==> src/hw/pfce_pkg.sv <==
// constants and types shared by the parallel flash command engine
package pfce_pkg;
    typedef enum logic [1:0] {
        PFCE_OP_READ,
        PFCE_OP_PROG,
        PFCE_OP_SECT,
        PFCE_OP_CHIP
    } pfce_op_t;

    typedef enum logic [2:0] {
        PFCE_PH_IDLE,
        PFCE_PH_SETUP,
        PFCE_PH_PULSE,
        PFCE_PH_SAMPLE,
        PFCE_PH_HOLD,
        PFCE_PH_DONE
    } pfce_ph_t;

    localparam int CLK_PERIOD_PS = 25000;
    // byte program longest time
    localparam int PROG_MAX_NS = 20000;
    localparam int PROG_TMO_CYC = (PROG_MAX_NS * 1000) / CLK_PERIOD_PS;
    // strobe low widths
    localparam int STROBE_NS = 100;
    localparam int STROBE_CYC = (STROBE_NS * 1000 + CLK_PERIOD_PS - 1) / CLK_PERIOD_PS;
    localparam int SETUP_CYC = 1;

    localparam int SECT_OFS_BITS = 12;
    localparam logic [7:0] SECT_ERASE_CODE = 8'h30;
    localparam logic [7:0] CHIP_ERASE_CODE = 8'h10;
    localparam logic [15:0] CHIP_ERASE_ADDR = 16'h5555;
    localparam int PROG_STEPS = 4;
    localparam int ERASE_STEPS = 6;
    localparam int POLL_BIT = 7;
    localparam int TOGGLE_BIT = 6;
    localparam logic [1:0] CONFIRM_READS = 2'h2;
endpackage

==> src/hw/pfce_cyc_if.sv <==
// one flash bus cycle request between sequencer and pin driver
`timescale 1ns/1ps
`default_nettype none
interface pfce_cyc_if #(
    parameter int AW = 19
);
    logic req;
    logic wr;
    logic [AW-1:0] addr;
    logic [7:0] wdata;
    logic done;
    logic [7:0] rdata;

    modport master (
        output req,
        output wr,
        output addr,
        output wdata,
        input done,
        input rdata
    );
    modport cycler (
        input req,
        input wr,
        input addr,
        input wdata,
        output done,
        output rdata
    );
endinterface
`default_nettype wire

==> src/hw/pfce_bus_cycle.sv <==
// drives the flash strobes for one write or read cycle
`timescale 1ns/1ps
`default_nettype none
module pfce_bus_cycle #(
    parameter int AW = 19
) (
    input wire logic clk,
    input wire logic rst_n,
    pfce_cyc_if.cycler cyc,
    output logic [AW-1:0] flash_addr,
    output logic [7:0] flash_dq_out,
    output logic flash_dq_oe_n,
    input wire logic [7:0] flash_dq_in,
    output logic flash_ce_n,
    output logic flash_oe_n,
    output logic flash_we_n
);
    typedef struct packed {
        pfce_pkg::pfce_ph_t ph;
        logic [7:0] cnt;
        logic wr;
        logic ce_n;
        logic oe_n;
        logic we_n;
        logic dq_oe_n;
        logic [AW-1:0] addr;
        logic [7:0] wdata;
        logic [7:0] s1;
        logic [7:0] s2;
        logic [7:0] s3;
        logic [7:0] rdata;
        logic done;
    } pfce_cyc_st_t;

    pfce_cyc_st_t r_reg, r_next;

    always_comb begin
        r_next = r_reg;
        r_next.done = 1'b0;
        r_next.s1 = flash_dq_in;
        r_next.s2 = r_reg.s1;
        r_next.s3 = r_reg.s2;
        case (r_reg.ph)
            pfce_pkg::PFCE_PH_IDLE: begin
                // master moves to its next step while done shows, so skip that cycle
                if (cyc.req && !r_reg.done) begin
                    // address settles before chip select falls
                    r_next.ph = pfce_pkg::PFCE_PH_SETUP;
                    r_next.wr = cyc.wr;
                    r_next.addr = cyc.addr;
                    r_next.wdata = cyc.wdata;
                    r_next.dq_oe_n = ~cyc.wr;
                    r_next.cnt = 8'(pfce_pkg::SETUP_CYC);
                end
            end
            pfce_pkg::PFCE_PH_SETUP: begin
                r_next.ce_n = 1'b0;
                if (r_reg.cnt == 8'h01) begin
                    // strobe falls on the same edge as chip select, so the flash takes the address here
                    r_next.ph = pfce_pkg::PFCE_PH_PULSE;
                    r_next.we_n = ~r_reg.wr;
                    r_next.oe_n = r_reg.wr;
                    r_next.cnt = 8'(pfce_pkg::STROBE_CYC);
                end else begin
                    r_next.cnt = r_reg.cnt - 8'h01;
                end
            end
            pfce_pkg::PFCE_PH_PULSE: begin
                if (r_reg.cnt == 8'h01) begin
                    if (r_reg.wr) begin
                        // write strobe rises first: data taken on this edge
                        r_next.we_n = 1'b1;
                        r_next.ph = pfce_pkg::PFCE_PH_HOLD;
                    end else begin
                        r_next.ph = pfce_pkg::PFCE_PH_SAMPLE;
                    end
                end else begin
                    r_next.cnt = r_reg.cnt - 8'h01;
                end
            end
            pfce_pkg::PFCE_PH_SAMPLE: begin
                // wait until the synchronised bus is stable
                if (r_reg.s2 == r_reg.s3) begin
                    r_next.rdata = r_reg.s3;
                    r_next.oe_n = 1'b1;
                    r_next.ph = pfce_pkg::PFCE_PH_HOLD;
                end
            end
            pfce_pkg::PFCE_PH_HOLD: begin
                // deselect between cycles
                r_next.ce_n = 1'b1;
                r_next.ph = pfce_pkg::PFCE_PH_DONE;
            end
            pfce_pkg::PFCE_PH_DONE: begin
                r_next.dq_oe_n = 1'b1;
                r_next.done = 1'b1;
                r_next.ph = pfce_pkg::PFCE_PH_IDLE;
            end
            default: begin
                r_next.ph = pfce_pkg::PFCE_PH_IDLE;
            end
        endcase
    end

    always_ff @(posedge clk or negedge rst_n) begin
        if (!rst_n) begin
            r_reg <= '0;
            r_reg.ph <= pfce_pkg::PFCE_PH_IDLE;
            r_reg.ce_n <= 1'b1;
            r_reg.oe_n <= 1'b1;
            r_reg.we_n <= 1'b1;
            r_reg.dq_oe_n <= 1'b1;
        end else begin
            r_reg <= r_next;
        end
    end

    assign cyc.done = r_reg.done;
    assign cyc.rdata = r_reg.rdata;
    assign flash_addr = r_reg.addr;
    assign flash_dq_out = r_reg.wdata;
    assign flash_dq_oe_n = r_reg.dq_oe_n;
    assign flash_ce_n = r_reg.ce_n;
    assign flash_oe_n = r_reg.oe_n;
    assign flash_we_n = r_reg.we_n;
endmodule
`default_nettype wire

==> src/hw/pfce_host.sv <==
// host-side command engine for a byte-wide parallel flash
`timescale 1ns/1ps
`default_nettype none
// Operation
// - Host writes a command with write strobe low while chip select is low.
// - Host erases a sector before programming any byte in it; this engine does not, the caller must erase first.
// - Program is three unlock cycles, one address/data cycle, then internal work.
// - Sector erase is six cycles ending with code and sector address.
// - Chip erase is six cycles ending with code at the fixed address.
// - On apparent completion, read twice more; both must be valid.
module pfce_host #(
    parameter int AW = 19,
    parameter logic [AW-1:0] UNLOCK1_ADDR = '0,
    parameter logic [7:0] UNLOCK1_DATA = 8'h00,
    parameter logic [AW-1:0] UNLOCK2_ADDR = '0,
    parameter logic [7:0] UNLOCK2_DATA = 8'h00,
    parameter logic [7:0] PROG_SETUP_DATA = 8'h00,
    parameter logic [7:0] ERASE_SETUP_DATA = 8'h00,
    parameter logic [31:0] ERASE_TMO_CYC = 32'd40000000
) (
    input wire logic clk,
    input wire logic rst_n,
    input wire logic cmd_valid,
    output logic cmd_ready,
    input wire pfce_pkg::pfce_op_t cmd_op,
    input wire logic [AW-1:0] cmd_addr,
    input wire logic [7:0] cmd_data,
    output logic rsp_valid,
    output logic [7:0] rsp_data,
    output logic rsp_error,
    output logic busy,
    output logic [AW-1:0] flash_addr,
    output logic [7:0] flash_dq_out,
    output logic flash_dq_oe_n,
    input wire logic [7:0] flash_dq_in,
    output logic flash_ce_n,
    output logic flash_oe_n,
    output logic flash_we_n
);
    typedef enum logic [2:0] {
        PFCE_ST_IDLE,
        PFCE_ST_WR,
        PFCE_ST_RD,
        PFCE_ST_POLL
    } pfce_st_t;

    typedef struct packed {
        pfce_st_t st;
        pfce_pkg::pfce_op_t op;
        logic [2:0] step;
        logic [AW-1:0] addr;
        logic [7:0] data;
        logic [7:0] prev;
        logic first;
        logic [1:0] vcnt;
        logic [31:0] tmo;
        logic rsp_valid;
        logic [7:0] rsp_data;
        logic rsp_error;
    } pfce_host_st_t;

    pfce_host_st_t r_reg, r_next;
    pfce_cyc_if #(.AW(AW)) cyc ();

    logic [AW-1:0] seq_addr;
    logic [7:0] seq_data;
    logic [2:0] last_step;
    logic [31:0] tmo_limit;
    logic stat_ok;

    // unlock sequence table
    always_comb begin
        seq_addr = UNLOCK1_ADDR;
        seq_data = UNLOCK1_DATA;
        case (r_reg.step)
            3'h1, 3'h4: begin
                seq_addr = UNLOCK2_ADDR;
                seq_data = UNLOCK2_DATA;
            end
            3'h2: begin
                seq_data = (r_reg.op == pfce_pkg::PFCE_OP_PROG) ? PROG_SETUP_DATA
                                                                : ERASE_SETUP_DATA;
            end
            default: begin
                seq_addr = UNLOCK1_ADDR;
                seq_data = UNLOCK1_DATA;
            end
        endcase
        if (r_reg.step == last_step) begin
            case (r_reg.op)
                pfce_pkg::PFCE_OP_PROG: begin
                    seq_addr = r_reg.addr;
                    seq_data = r_reg.data;
                end
                pfce_pkg::PFCE_OP_SECT: begin
                    seq_addr = {r_reg.addr[AW-1:pfce_pkg::SECT_OFS_BITS],
                                {pfce_pkg::SECT_OFS_BITS{1'b0}}};
                    seq_data = pfce_pkg::SECT_ERASE_CODE;
                end
                default: begin
                    seq_addr = AW'(pfce_pkg::CHIP_ERASE_ADDR);
                    seq_data = pfce_pkg::CHIP_ERASE_CODE;
                end
            endcase
        end
    end

    always_comb begin
        last_step = (r_reg.op == pfce_pkg::PFCE_OP_PROG) ? 3'(pfce_pkg::PROG_STEPS - 1)
                                                         : 3'(pfce_pkg::ERASE_STEPS - 1);
        tmo_limit = (r_reg.op == pfce_pkg::PFCE_OP_PROG) ? 32'(pfce_pkg::PROG_TMO_CYC)
                                                         : ERASE_TMO_CYC;
        // toggle stopped and poll bit shows final value
        stat_ok = !r_reg.first
                  && (cyc.rdata[pfce_pkg::TOGGLE_BIT] == r_reg.prev[pfce_pkg::TOGGLE_BIT])
                  && ((r_reg.op == pfce_pkg::PFCE_OP_PROG)
                      ? (cyc.rdata[pfce_pkg::POLL_BIT] == r_reg.data[pfce_pkg::POLL_BIT])
                      : cyc.rdata[pfce_pkg::POLL_BIT]);
    end

    assign cyc.req = (r_reg.st != PFCE_ST_IDLE);
    assign cyc.wr = (r_reg.st == PFCE_ST_WR);
    assign cyc.addr = (r_reg.st == PFCE_ST_WR) ? seq_addr : r_reg.addr;
    assign cyc.wdata = seq_data;

    always_comb begin
        r_next = r_reg;
        r_next.rsp_valid = 1'b0;
        case (r_reg.st)
            PFCE_ST_IDLE: begin
                if (cmd_valid) begin
                    r_next.op = cmd_op;
                    r_next.addr = cmd_addr;
                    r_next.data = cmd_data;
                    r_next.step = 3'h0;
                    r_next.tmo = 32'h0;
                    r_next.vcnt = 2'h0;
                    r_next.first = 1'b1;
                    r_next.rsp_error = 1'b0;
                    r_next.st = (cmd_op == pfce_pkg::PFCE_OP_READ) ? PFCE_ST_RD : PFCE_ST_WR;
                end
            end
            PFCE_ST_WR: begin
                // whole sequence is issued back to back, never broken
                if (cyc.done) begin
                    if (r_reg.step == last_step) begin
                        r_next.st = PFCE_ST_POLL;
                    end else begin
                        r_next.step = r_reg.step + 3'h1;
                    end
                end
            end
            PFCE_ST_RD: begin
                if (cyc.done) begin
                    r_next.rsp_data = cyc.rdata;
                    r_next.rsp_valid = 1'b1;
                    r_next.st = PFCE_ST_IDLE;
                end
            end
            PFCE_ST_POLL: begin
                // only status reads until done, so no command is lost
                r_next.tmo = r_reg.tmo + 32'h1;
                if (cyc.done) begin
                    r_next.prev = cyc.rdata;
                    r_next.first = 1'b0;
                    if (stat_ok) begin
                        r_next.vcnt = r_reg.vcnt + 2'h1;
                        if (r_reg.vcnt == pfce_pkg::CONFIRM_READS) begin
                            r_next.rsp_data = cyc.rdata;
                            r_next.rsp_valid = 1'b1;
                            r_next.st = PFCE_ST_IDLE;
                        end
                    end else begin
                        r_next.vcnt = 2'h0;
                    end
                end
                if (r_reg.tmo >= tmo_limit && r_next.st != PFCE_ST_IDLE && cyc.done) begin
                    r_next.rsp_data = cyc.rdata;
                    r_next.rsp_error = 1'b1;
                    r_next.rsp_valid = 1'b1;
                    r_next.st = PFCE_ST_IDLE;
                end
            end
            default: begin
                r_next.st = PFCE_ST_IDLE;
            end
        endcase
    end

    always_ff @(posedge clk or negedge rst_n) begin
        if (!rst_n) begin
            r_reg <= '0;
            r_reg.st <= PFCE_ST_IDLE;
        end else begin
            r_reg <= r_next;
        end
    end

    pfce_bus_cycle #(.AW(AW)) u_cycle (
        .clk(clk),
        .rst_n(rst_n),
        .cyc(cyc.cycler),
        .flash_addr(flash_addr),
        .flash_dq_out(flash_dq_out),
        .flash_dq_oe_n(flash_dq_oe_n),
        .flash_dq_in(flash_dq_in),
        .flash_ce_n(flash_ce_n),
        .flash_oe_n(flash_oe_n),
        .flash_we_n(flash_we_n)
    );

    assign cmd_ready = (r_reg.st == PFCE_ST_IDLE);
    assign busy = (r_reg.st != PFCE_ST_IDLE);
    assign rsp_valid = r_reg.rsp_valid;
    assign rsp_data = r_reg.rsp_data;
    assign rsp_error = r_reg.rsp_error;
endmodule
`default_nettype wire

==> config.mk <==
export PLATFORM = sky130hd
export DESIGN_NAME = pfce_host
export DESIGN_NICKNAME = d
export VERILOG_FILES = /design/src/hw/pfce_pkg.sv /design/src/hw/pfce_cyc_if.sv /design/src/hw/pfce_bus_cycle.sv /design/src/hw/pfce_host.sv
export SDC_FILE = /design/constraint.sdc
export NUM_CORES = 1
export LEC_CHECK = 0
export BUFFER_PORTS_ARGS = -buffer_cell sky130_fd_sc_hd__buf_4
export CELL_PAD_IN_SITES_DETAIL_PLACEMENT = 2
export CELL_PAD_IN_SITES_GLOBAL_PLACEMENT = 2
export CORE_ASPECT_RATIO = 0.9
export CORE_MARGIN = 1.5
export CORE_UTILIZATION = 38
export DETAILED_ROUTE_END_ITERATION = 12
export PLACE_DENSITY = 0.82
export SLEW_MARGIN = 20
export SYNTH_ARGS = -nofsm -noshare
export SYNTH_HDL_FRONTEND = slang
export SYNTH_SLANG_ARGS = --single-unit
==> constraint.sdc <==
create_clock -name clk -period 2.9 [get_ports clk]
set_clock_uncertainty 0.2 [all_clocks]
set_input_delay 0.435 -clock clk [delete_from_list [all_inputs] [get_ports clk]]
set_output_delay 0.435 -clock clk [all_outputs]
set_load 0.005 [all_outputs]
# == Word-level counts from Yosys, hierarchy flattened ==
# Index checks and enable logic that the tools add are counted.
# totals
regBits,163
in_bits,40
output_inout_bits,43
wordCells,153
# op_classes
addsub,4
n_lt_le_gt_ge,1
eq_ne,32
mux,53
bitwise_logic,2
n_reduce_logical,35
# op_table
operator,n
2-to-1 mux 35 bit,2
case mux 35 bit (2 select lines),1
2-to-1 mux 3 bit,16
2-to-1 mux 19 bit,2
case mux 19 bit (2 select lines),1
2-to-1 mux 9 bit,4
"adder 32 x 1 -> 32 bit, second input constant",1
>= comparator 32 x 26 -> 1 bit,1
2-to-1 mux 28 bit,1
2-to-1 mux 26 bit,1
2-to-1 mux 8 bit,3
case mux 8 bit (3 select lines),1
case mux 9 bit (2 select lines),1
case mux 8 bit (2 select lines),1
AND reduction 4 bit,4
case mux 3 bit (5 select lines),1
"!= test 2 x 1 -> 1 bit, second input constant",7
nonzero test 2 bit,7
"== test 3 x 2 -> 1 bit, second input constant",4
2-to-1 mux 12 bit,1
"!= test 2 bit, second input constant",6
case mux 3 bit (4 select lines),1
AND reduction 2 bit,6
AND reduction 3 bit,4
25 further kinds,50

# == Logic depth before layout (Yosys ltp) ==
# Gate-level depths: netlist of the first run.
# depth
word_depth,11
depth_mapped,11
ltp_nobuf,10

# == By module ==
# From an unflattened synthesis of the first run, not the netlist that was laid out.
# hier_totals
hier_cells,733
area_unflattened_um2,7463.4
# modules_own_cells
module,instances,cells_each,area_each_um2,seq_area_each_um2
pfce_host,1,476,4250.3,2026.9
pfce_bus_cycle,1,257,3213.1,1906.8

# == Worst setup path after synthesis of the first run ==
# Ideal clock, no wire load.
# synth_timing
path_type,reg2reg
startpoint,register r_reg[83] (netlist bit)
endpoint,"register r_reg, in the netlist rsp_data[1]"
setup_ns,0.125
arrival_ns,2.333
t_required_ns,2.575
setup_slack_ns,0.242
path_stages_with_launch,10
n_path_buf,2
period_less_slack_ns,2.658
cell_sequence,dfrtp_1 ha_1 buf_6 buf_6 nor4_2 nand2_1 a21oi_1 o221ai_2 a311oi_4 mux2_2
# synth_between
elab_chain_cells,11
elab_cells_between_ends,17
cone_classes,order compare (1); eq/ne (4); mux (7); reduce/logical (5)
# synth_rtl
element,line_no,text
start: declaration,pfce_host.sv:62,"pfce_host_st_t r_reg, r_next;"
start signal: assignment,pfce_host.sv:195,r_reg <= r_next;
== test 2 x 1 -> 1 bit (*),"pfce_host.sv:111, pfce_host.sv:116",
"parallel branches: the longest is 10 deep, another holds >= comparator 32 x 26 -> 1 bit",--,
# Mark *: on every way between the ends. The select of a mux whose other input is x is not followed.
# A chain may end at the register's enable or synchronous reset.

# == Worst setup path in the final report of the first run ==
# layout_timing
startpoint,register r_reg[84] (netlist bit)
endpoint,"register r_reg, in the netlist rsp_data[4]"
# Same word-level chain as after synthesis.

==> results.toml, run 1 <==
[critical_path]
r2r_cells = 11
slowest_stage = "dfrtp_1"
cp_cell_sequence = "inv_2, ha_4, buf_4, xor2_1, nand4b_1, a21oi_1, o221ai_2, a311oi_4, buf_12, buf_6, mux2_2"
cp_max_fo = 6
crit_path_end_kind = "register"
reg2reg_to = "rsp_data[4]$_DFFE_PN0P_"
ff2ff_setup_slack_ns = -0.08
reg2reg_from = "r_reg[84]$_DFFE_PN0P_"
startpoint = "r_reg[84]$_DFFE_PN0P_"
arrival_ns = 3.11
cpPeakStageDelay_ns = 0.45
startpoint_type = "register"
critical_path_class = "reg2reg"
crit_required_ns = 3.03

[clock_tree]
htree_levels = 4
insertion_delay_ns = 0.44
clock_sinks = 157
root_buffer = "clkbuf_16"
clock_path_buffers = 2
clk_pin_slew_ns = 0.07
numCtsBuffers = 17
cts_tree = "yes"

[die]
io_pins = 83
row_count = 47
core-area_um2 = 18500
die_h_um = 134
start_util_pct = 39.1
die_x_um = 148
dieArea_um2 = 19900

[layout]
seq_area_um2 = 3930
nNetsFinal = 805
multi_input_area_um2 = 2990
nFillCells = 1845
diodes = 0
fin_area_um2 = 8870
most-common-layout-cells = "dfrtp_1 (153), buf_4 (112), nand2_1 (65)"
area_growth_pct = 22.6
mostFrequentLayoutCell = "dfrtp_1"
drive_gt1_share_pct = 29.0
largest_register_ffs = 71

[run_status]
failed_checks = "setup timing"
status = "finished with violations"

[synthesis]
yosysUniqueCellTypes = 61
synthesis.instances = 667
syn_area_per_cell_um2 = 10.8
yosysWarnings = 0
synth-seq-area-share_pct = 54.4
ys.flop_type = "dfrtp_1"
synth_edf_count = 0
syn_area_um2 = 7240
syn_nets = 717
synth_seq_cells = 157
synth_async_sr_flop_share_pct = 100

[sta]
final-setup-viol-count = 8
finalMaxSlewViolations = 0
fin_crit_sh_pct = 103
rsz0062_at_grt = "true"
timing.final.ws_setup_ns = -0.0845
final_hold_viol_count = 0
period_minus_slack_ns = 2.98
tightest_slew_ns = 0.854
relSlewSlack_pct = 43.0
fmax_mhz = 335

[route]
dr.pass1.iters = 4
final_antenna_net_count = 0
drc = 0
vias = 5725
via_per_inst = 5.65
drt_wl_total_mm = 24.8
routedWlPerCell_um = 24.5
drtIter0Drc = 351

[hold_path]
min_from = "cmd_addr[11]"
hp-class = "in2reg"
min_delay_worst_endpoint = "r_reg[72]$_DFFE_PN0P_"
hold_depth = 2

[power_and_ir_drop]
cellLeakagePower_nw = 4.04
ir_drop_mv = 0.425
total_power_mw = 7.95
p_per_area_nw_per_um2 = 896

[run]
drv_cap = 0

[global_routing]
met2_usage_pct = 44.9
overflow = 0
first_global_vias = 6540
grt_usage_pct = 24.8
grt_max_degree = 69
grt_use_met1_pct = 29.3
grtUsageMet3_pct = 4.93
antenna_found_initial = 0
grt_most_used_layer = "met2"
grt_pass1_wl_mm = 37.3

[place]
place.gp.congestion = 0.769
dpl.hpwl_mm = 15.4
portBuffers = 82
placed_cell_area_um2 = 8020
logic make-up after synthesis:
kind of cell             Yosys count  share of synthesized area (%)
AND/OR/NAND/NOR                  211                           14.7
buffers and inverters             74                           5.86
multiplexers                      50                           7.73
flip-flops                       157                           54.4
XOR/XNOR                          19                           2.40
adder cells (fa/ha/maj)           10                           1.73
AO/OA/AOI/OAI                    145                           13.1
other                              1                         0.0518
worst max-delay path by stage:
stage | cells after the start | endpoint | slack [ns]
6_report | 11 | rsp_data[4]$_DFFE_PN0P_ | -0.08
5_1_grt | 11 | rsp_data[4]$_DFFE_PN0P_ | -0.15
4_1_cts | 11 | rsp_data[2]$_DFFE_PN0P_ | 0.006
3_5_place_dp | 10 | rsp_data[0]$_DFFE_PN0P_ | -0.12
3_3_place_gp | 10 | rsp_data[4]$_DFFE_PN0P_ | 0.06
2_1_floorplan | 9 | rsp_data[1]$_DFFE_PN0P_ | 0.24
metal layers:
metal | wire [um] | up-vias
met2 | 13500 | 136
li1 | - | 2528
met5 | 0 | -
met3 | 657 | 33
met1 | 10200 | 3028
met4 | 424 | 0
stage by stage:
step	setup WS, ns	hold WS (ns)	std cells	setup TNS (ns)	utilization, %
2_1_floorplan	0.242	-0.0606	667	0	-
4_1_cts	0.00551	0.000174	1010	0	47.3
5_1_grt	-0.150	0.0177	1013	-1.22	47.9
6_report	-0.0845	0.0218	1013	-0.485	47.9
3_5_place_dp	-0.121	0.137	963	-0.898	43.3
3_3_place_gp	0.0620	0.133	963	0	43.3
cells in the mapped netlist, drive strengths merged (3+ instances only):
master,n,share of area (%)
mux2,47,7.3
clkbuf,21,1.1
o31ai,11,1.1
a21oi,25,1.7
dfstp,4,1.5
nor4b,5,0.90
xor2,5,0.71
nand3,41,2.8
a21o,4,0.41
or3,5,0.43
nor2,39,2.0
nand2,66,3.4
xnor2,14,1.7
o21bai,3,0.31
inv,16,0.83
a22o,13,1.6
nand4,9,0.78
a31oi,7,0.61
ha,10,1.7
and3b,3,0.36
o21a,3,0.31
o22ai,4,0.35
o21ai,51,3.5
o211ai,7,0.73
nor4,7,0.78
and3,8,0.69
dfrtp,153,53
buf,37,3.9
mux2i,3,0.41
nor2b,6,0.52
nor3,10,0.69
final cells by class:
| class | instances | share of cell area, % |
|---|---|---|
| flip-flops and latches | 157 | 44.3 |
| inverters | 16 | 0.677 |
| multi-input cells | 436 | 33.7 |
| clock buffers | 19 | 5.11 |
| well taps | 245 | 3.46 |
| repair buffers | 127 | 11.5 |
| clock inverters | 13 | 1.16 |
power by group:
part           switching (mW)  internal [mW]  total [mW]
Clock                    1.04           1.16        2.20
Combinational            1.44           1.17        2.60
Sequential              0.462           2.68        3.15
Total                    2.94           5.01        7.95
critical path: cells and delay by family (launching register included):
| kind | cells | cell delay [ns] |
|---|---|---|
| AO/OA/AOI/OAI | 3 | 0.76 |
| XOR/XNOR | 1 | 0.26 |
| adder cells (fa/ha/maj) | 1 | 0.18 |
| buffers and inverters | 4 | 0.54 |
| flip-flops | 1 | 0.45 |
| multiplexers | 1 | 0.33 |
| AND/OR/NAND/NOR | 1 | 0.15 |
timing repair:
item / in CTS / in global routing
setup buffers: 6 / 4
endpoints found under the setup margin: 8 / 8
hold buffers: 9 / 0
pin swaps: 3 / 8
hold endpoints to repair: 45 / 0
resized for setup: 12 / 22
gates cloned: 0 / 0
(Power assumes the default switching activity.)
==> run 2: changes to the inputs <==
--- a/config.mk
+++ b/config.mk
@@ -8,7 +8,6 @@
 export BUFFER_PORTS_ARGS = -buffer_cell sky130_fd_sc_hd__buf_4
 export CELL_PAD_IN_SITES_DETAIL_PLACEMENT = 2
 export CELL_PAD_IN_SITES_GLOBAL_PLACEMENT = 2
-export CORE_ASPECT_RATIO = 0.9
 export CORE_MARGIN = 1.5
 export CORE_UTILIZATION = 38
 export DETAILED_ROUTE_END_ITERATION = 12
==> run 2 against run 1 <==
Effect of this change:
- the flow now finishes without violations
- register-to-register slack improved by 0.18 ns
- clock power up 2%
- cell count shrank 2.2%
- core utilization is 1.0 points lower
- wire length decreased by 12%
- via count fell by 2.7%
- hold slack improved by 0.0016 ns
- critical path depth decreased by 1
- sequential share of layout area increased by 0.52 points
- largest cell class unchanged
==> results.toml, run 2 (synthesis results as in run 1) <==
[critical_path]
cp_cell_sequence = "inv_2, ha_4, buf_6, xor2_4, nand4_1, nor3_2, o221ai_2, a311oi_4, buf_12, mux2_2"
startpoint_type = "register"
crit_family = "compound AO/OA/AOI/OAI gates"
ff2ff_setup_slack_ns = 0.09
crit_required_ns = 3.02
slowest_stage = "dfrtp_1"
arrival_ns = 2.93
crit_buf_inv = 3
critical_path_class = "reg2reg"
cp_max_fo = 9
cpPeakStageDelay_ns = 0.41
crit_path_end_kind = "register"

[route]
routedWlPerCell_um = 22.1
drc = 0
via_per_inst = 5.62
final_antenna_net_count = 0
vias = 5572
drtIter0Drc = 191
dr.pass1.iters = 4
drt_wl_total_mm = 22.0

[clock_tree]
root_buffer = "clkbuf_16"
clock_path_buffers = 2
insertion_delay_ns = 0.44
htree_levels = 4
numCtsBuffers = 17
cts_tree = "yes"
clock_sinks = 157
clk_pin_slew_ns = 0.08

[layout]
drive_gt1_share_pct = 27.5
nNetsFinal = 794
most-common-layout-cells = "dfrtp_1 (152), buf_4 (102), nand2_1 (65)"
largest_register_ffs = 71
diodes = 0
fin_area_um2 = 8770
instances_no_fill = 991
mostFrequentLayoutCell = "dfrtp_1"
area_growth_pct = 21.2
nFillCells = 1908

[global_routing]
antenna_found_initial = 0
overflow = 0
first_global_vias = 6451
grt_max_degree = 75
grt_pass1_wl_mm = 35.9
grt_usage_pct = 23.4

[die]
io_pins = 83
die_x_um = 141
die_h_um = 141
start_util_pct = 38.7
core-area_um2 = 18700
dieArea_um2 = 19900
row_count = 50

[place]
dpl.cell_count = 949
dpl.hpwl_mm = 15.0
portBuffers = 82
placed_cell_area_um2 = 8010
place.gp.congestion = 0.812

[sta]
fmax_mhz = 356
final_hold_viol_count = 0
period_minus_slack_ns = 2.81
relSlewSlack_pct = 42.3
fin_crit_sh_pct = 96.7
tightest_slew_ns = 0.865
finalMaxSlewViolations = 0
tns_ns = 0
final-setup-viol-count = 0

[hold_path]
hp-class = "in2reg"

[power_and_ir_drop]
cellLeakagePower_nw = 3.98
ir_drop_mv = 0.444
p_per_area_nw_per_um2 = 897

[run]
drv_cap = 0

[run_status]
status = "finished clean"
[run 2: changes by cell type in the layout (fill, tap and decap cells not counted), moves of 2 or more]
cell | previous run | this run
nor2b_1 | 4 | 6
mux2_4 | 5 | 0
inv_8 | 2 | 5
clkinv_2 | 4 | 0
clkinv_8 | 0 | 4
buf_8 | 2 | 0
mux2_2 | 41 | 46
a21oi_2 | 0 | 2
inv_6 | 4 | 2
clkbuf_8 | 2 | 0
buf_4 | 112 | 102
ha_2 | 2 | 0
a21oi_1 | 25 | 23
[run 2: final timing paths]
path	end	start	cells past startpoint
min in group asynchronous	u_cycle.r_reg[72]$_DFFE_PN0P_	rst_n	2
hold / removal	r_reg[70]$_DFFE_PN0P_	cmd_addr[9]	2
max in group asynchronous	r_reg[83]$_DFFE_PN0P_	rst_n	3
hold reg to reg	u_cycle.r_next[15]$_DFF_PN0_	u_cycle.r_next[23]$_DFF_PN0_	0
setup reg to reg	rsp_data[4]$_DFFE_PN0P_	r_reg[84]$_DFFE_PN0P_	10
setup / recovery	rsp_data[4]$_DFFE_PN0P_	r_reg[84]$_DFFE_PN0P_	10
[run 2: layer usage]
metal | up-vias | wire length, um | global-route usage [%]
met1 | 2933 | 9310 | 28.3
met4 | 0 | 362 | 6.36
met5 | - | 0 | 0
li1 | 2510 | - | -
met3 | 31 | 583 | 4.31
met2 | 98 | 11700 | 42.7
[run 2: final cells by class]
type | count | area (um^2) | share of cell area [%]
Clock buffer | 17 | 425 | 4.85
Clock inverter | 15 | 171 | 1.95
Inverter | 16 | 60.1 | 0.685
Multi-Input combinational cell | 436 | 2950 | 33.6
Sequential cell | 157 | 3940 | 44.9
Tap cell | 234 | 293 | 3.34
Timing Repair Buffer | 116 | 938 | 10.7
[run 2: report_power, final]
group          total (mW)  switching (mW)  internal (mW)  leakage, nW
logic                2.51            1.39           1.13         1.70
clock network        2.25            1.09           1.16        0.285
registers            3.10           0.415           2.69         2.00
total                7.87            2.89           4.97         3.98
[run 2: worst register-to-register path: stages, from the launching register on]
cell and delay, ns:
dfrtp_1 0.41, inv_2 0.12, ha_4 0.17, buf_6 0.15, xor2_4 0.19, nand4_1 0.15, nor3_2 0.24, o221ai_2 0.16
a311oi_4 0.38, buf_12 0.18, mux2_2 0.34
[run 2: through the flow]
stage | power [mW] | hold slack (ns) | util [%] | setup WS (ns)
2_1_floorplan | 4.62 | -0.0606 | - | 0.242
3_3_place_gp | 5.26 | 0.133 | 42.8 | 0.120
3_5_place_dp | 5.52 | 0.136 | 42.8 | -0.190
4_1_cts | 7.86 | 0.00896 | 46.6 | 0.00765
5_1_grt | 8.31 | 0.00951 | 46.9 | -0.0473
6_report | 7.87 | 0.0235 | 46.9 | 0.0944
[run 2: repair_timing]
action,CTS,global route
hold buffers,9,0
endpoints found under the hold margin,75,0
setup buffers,1,0
setup endpoints to repair,8,12
gates resized for setup,4,12
pin swaps,2,3
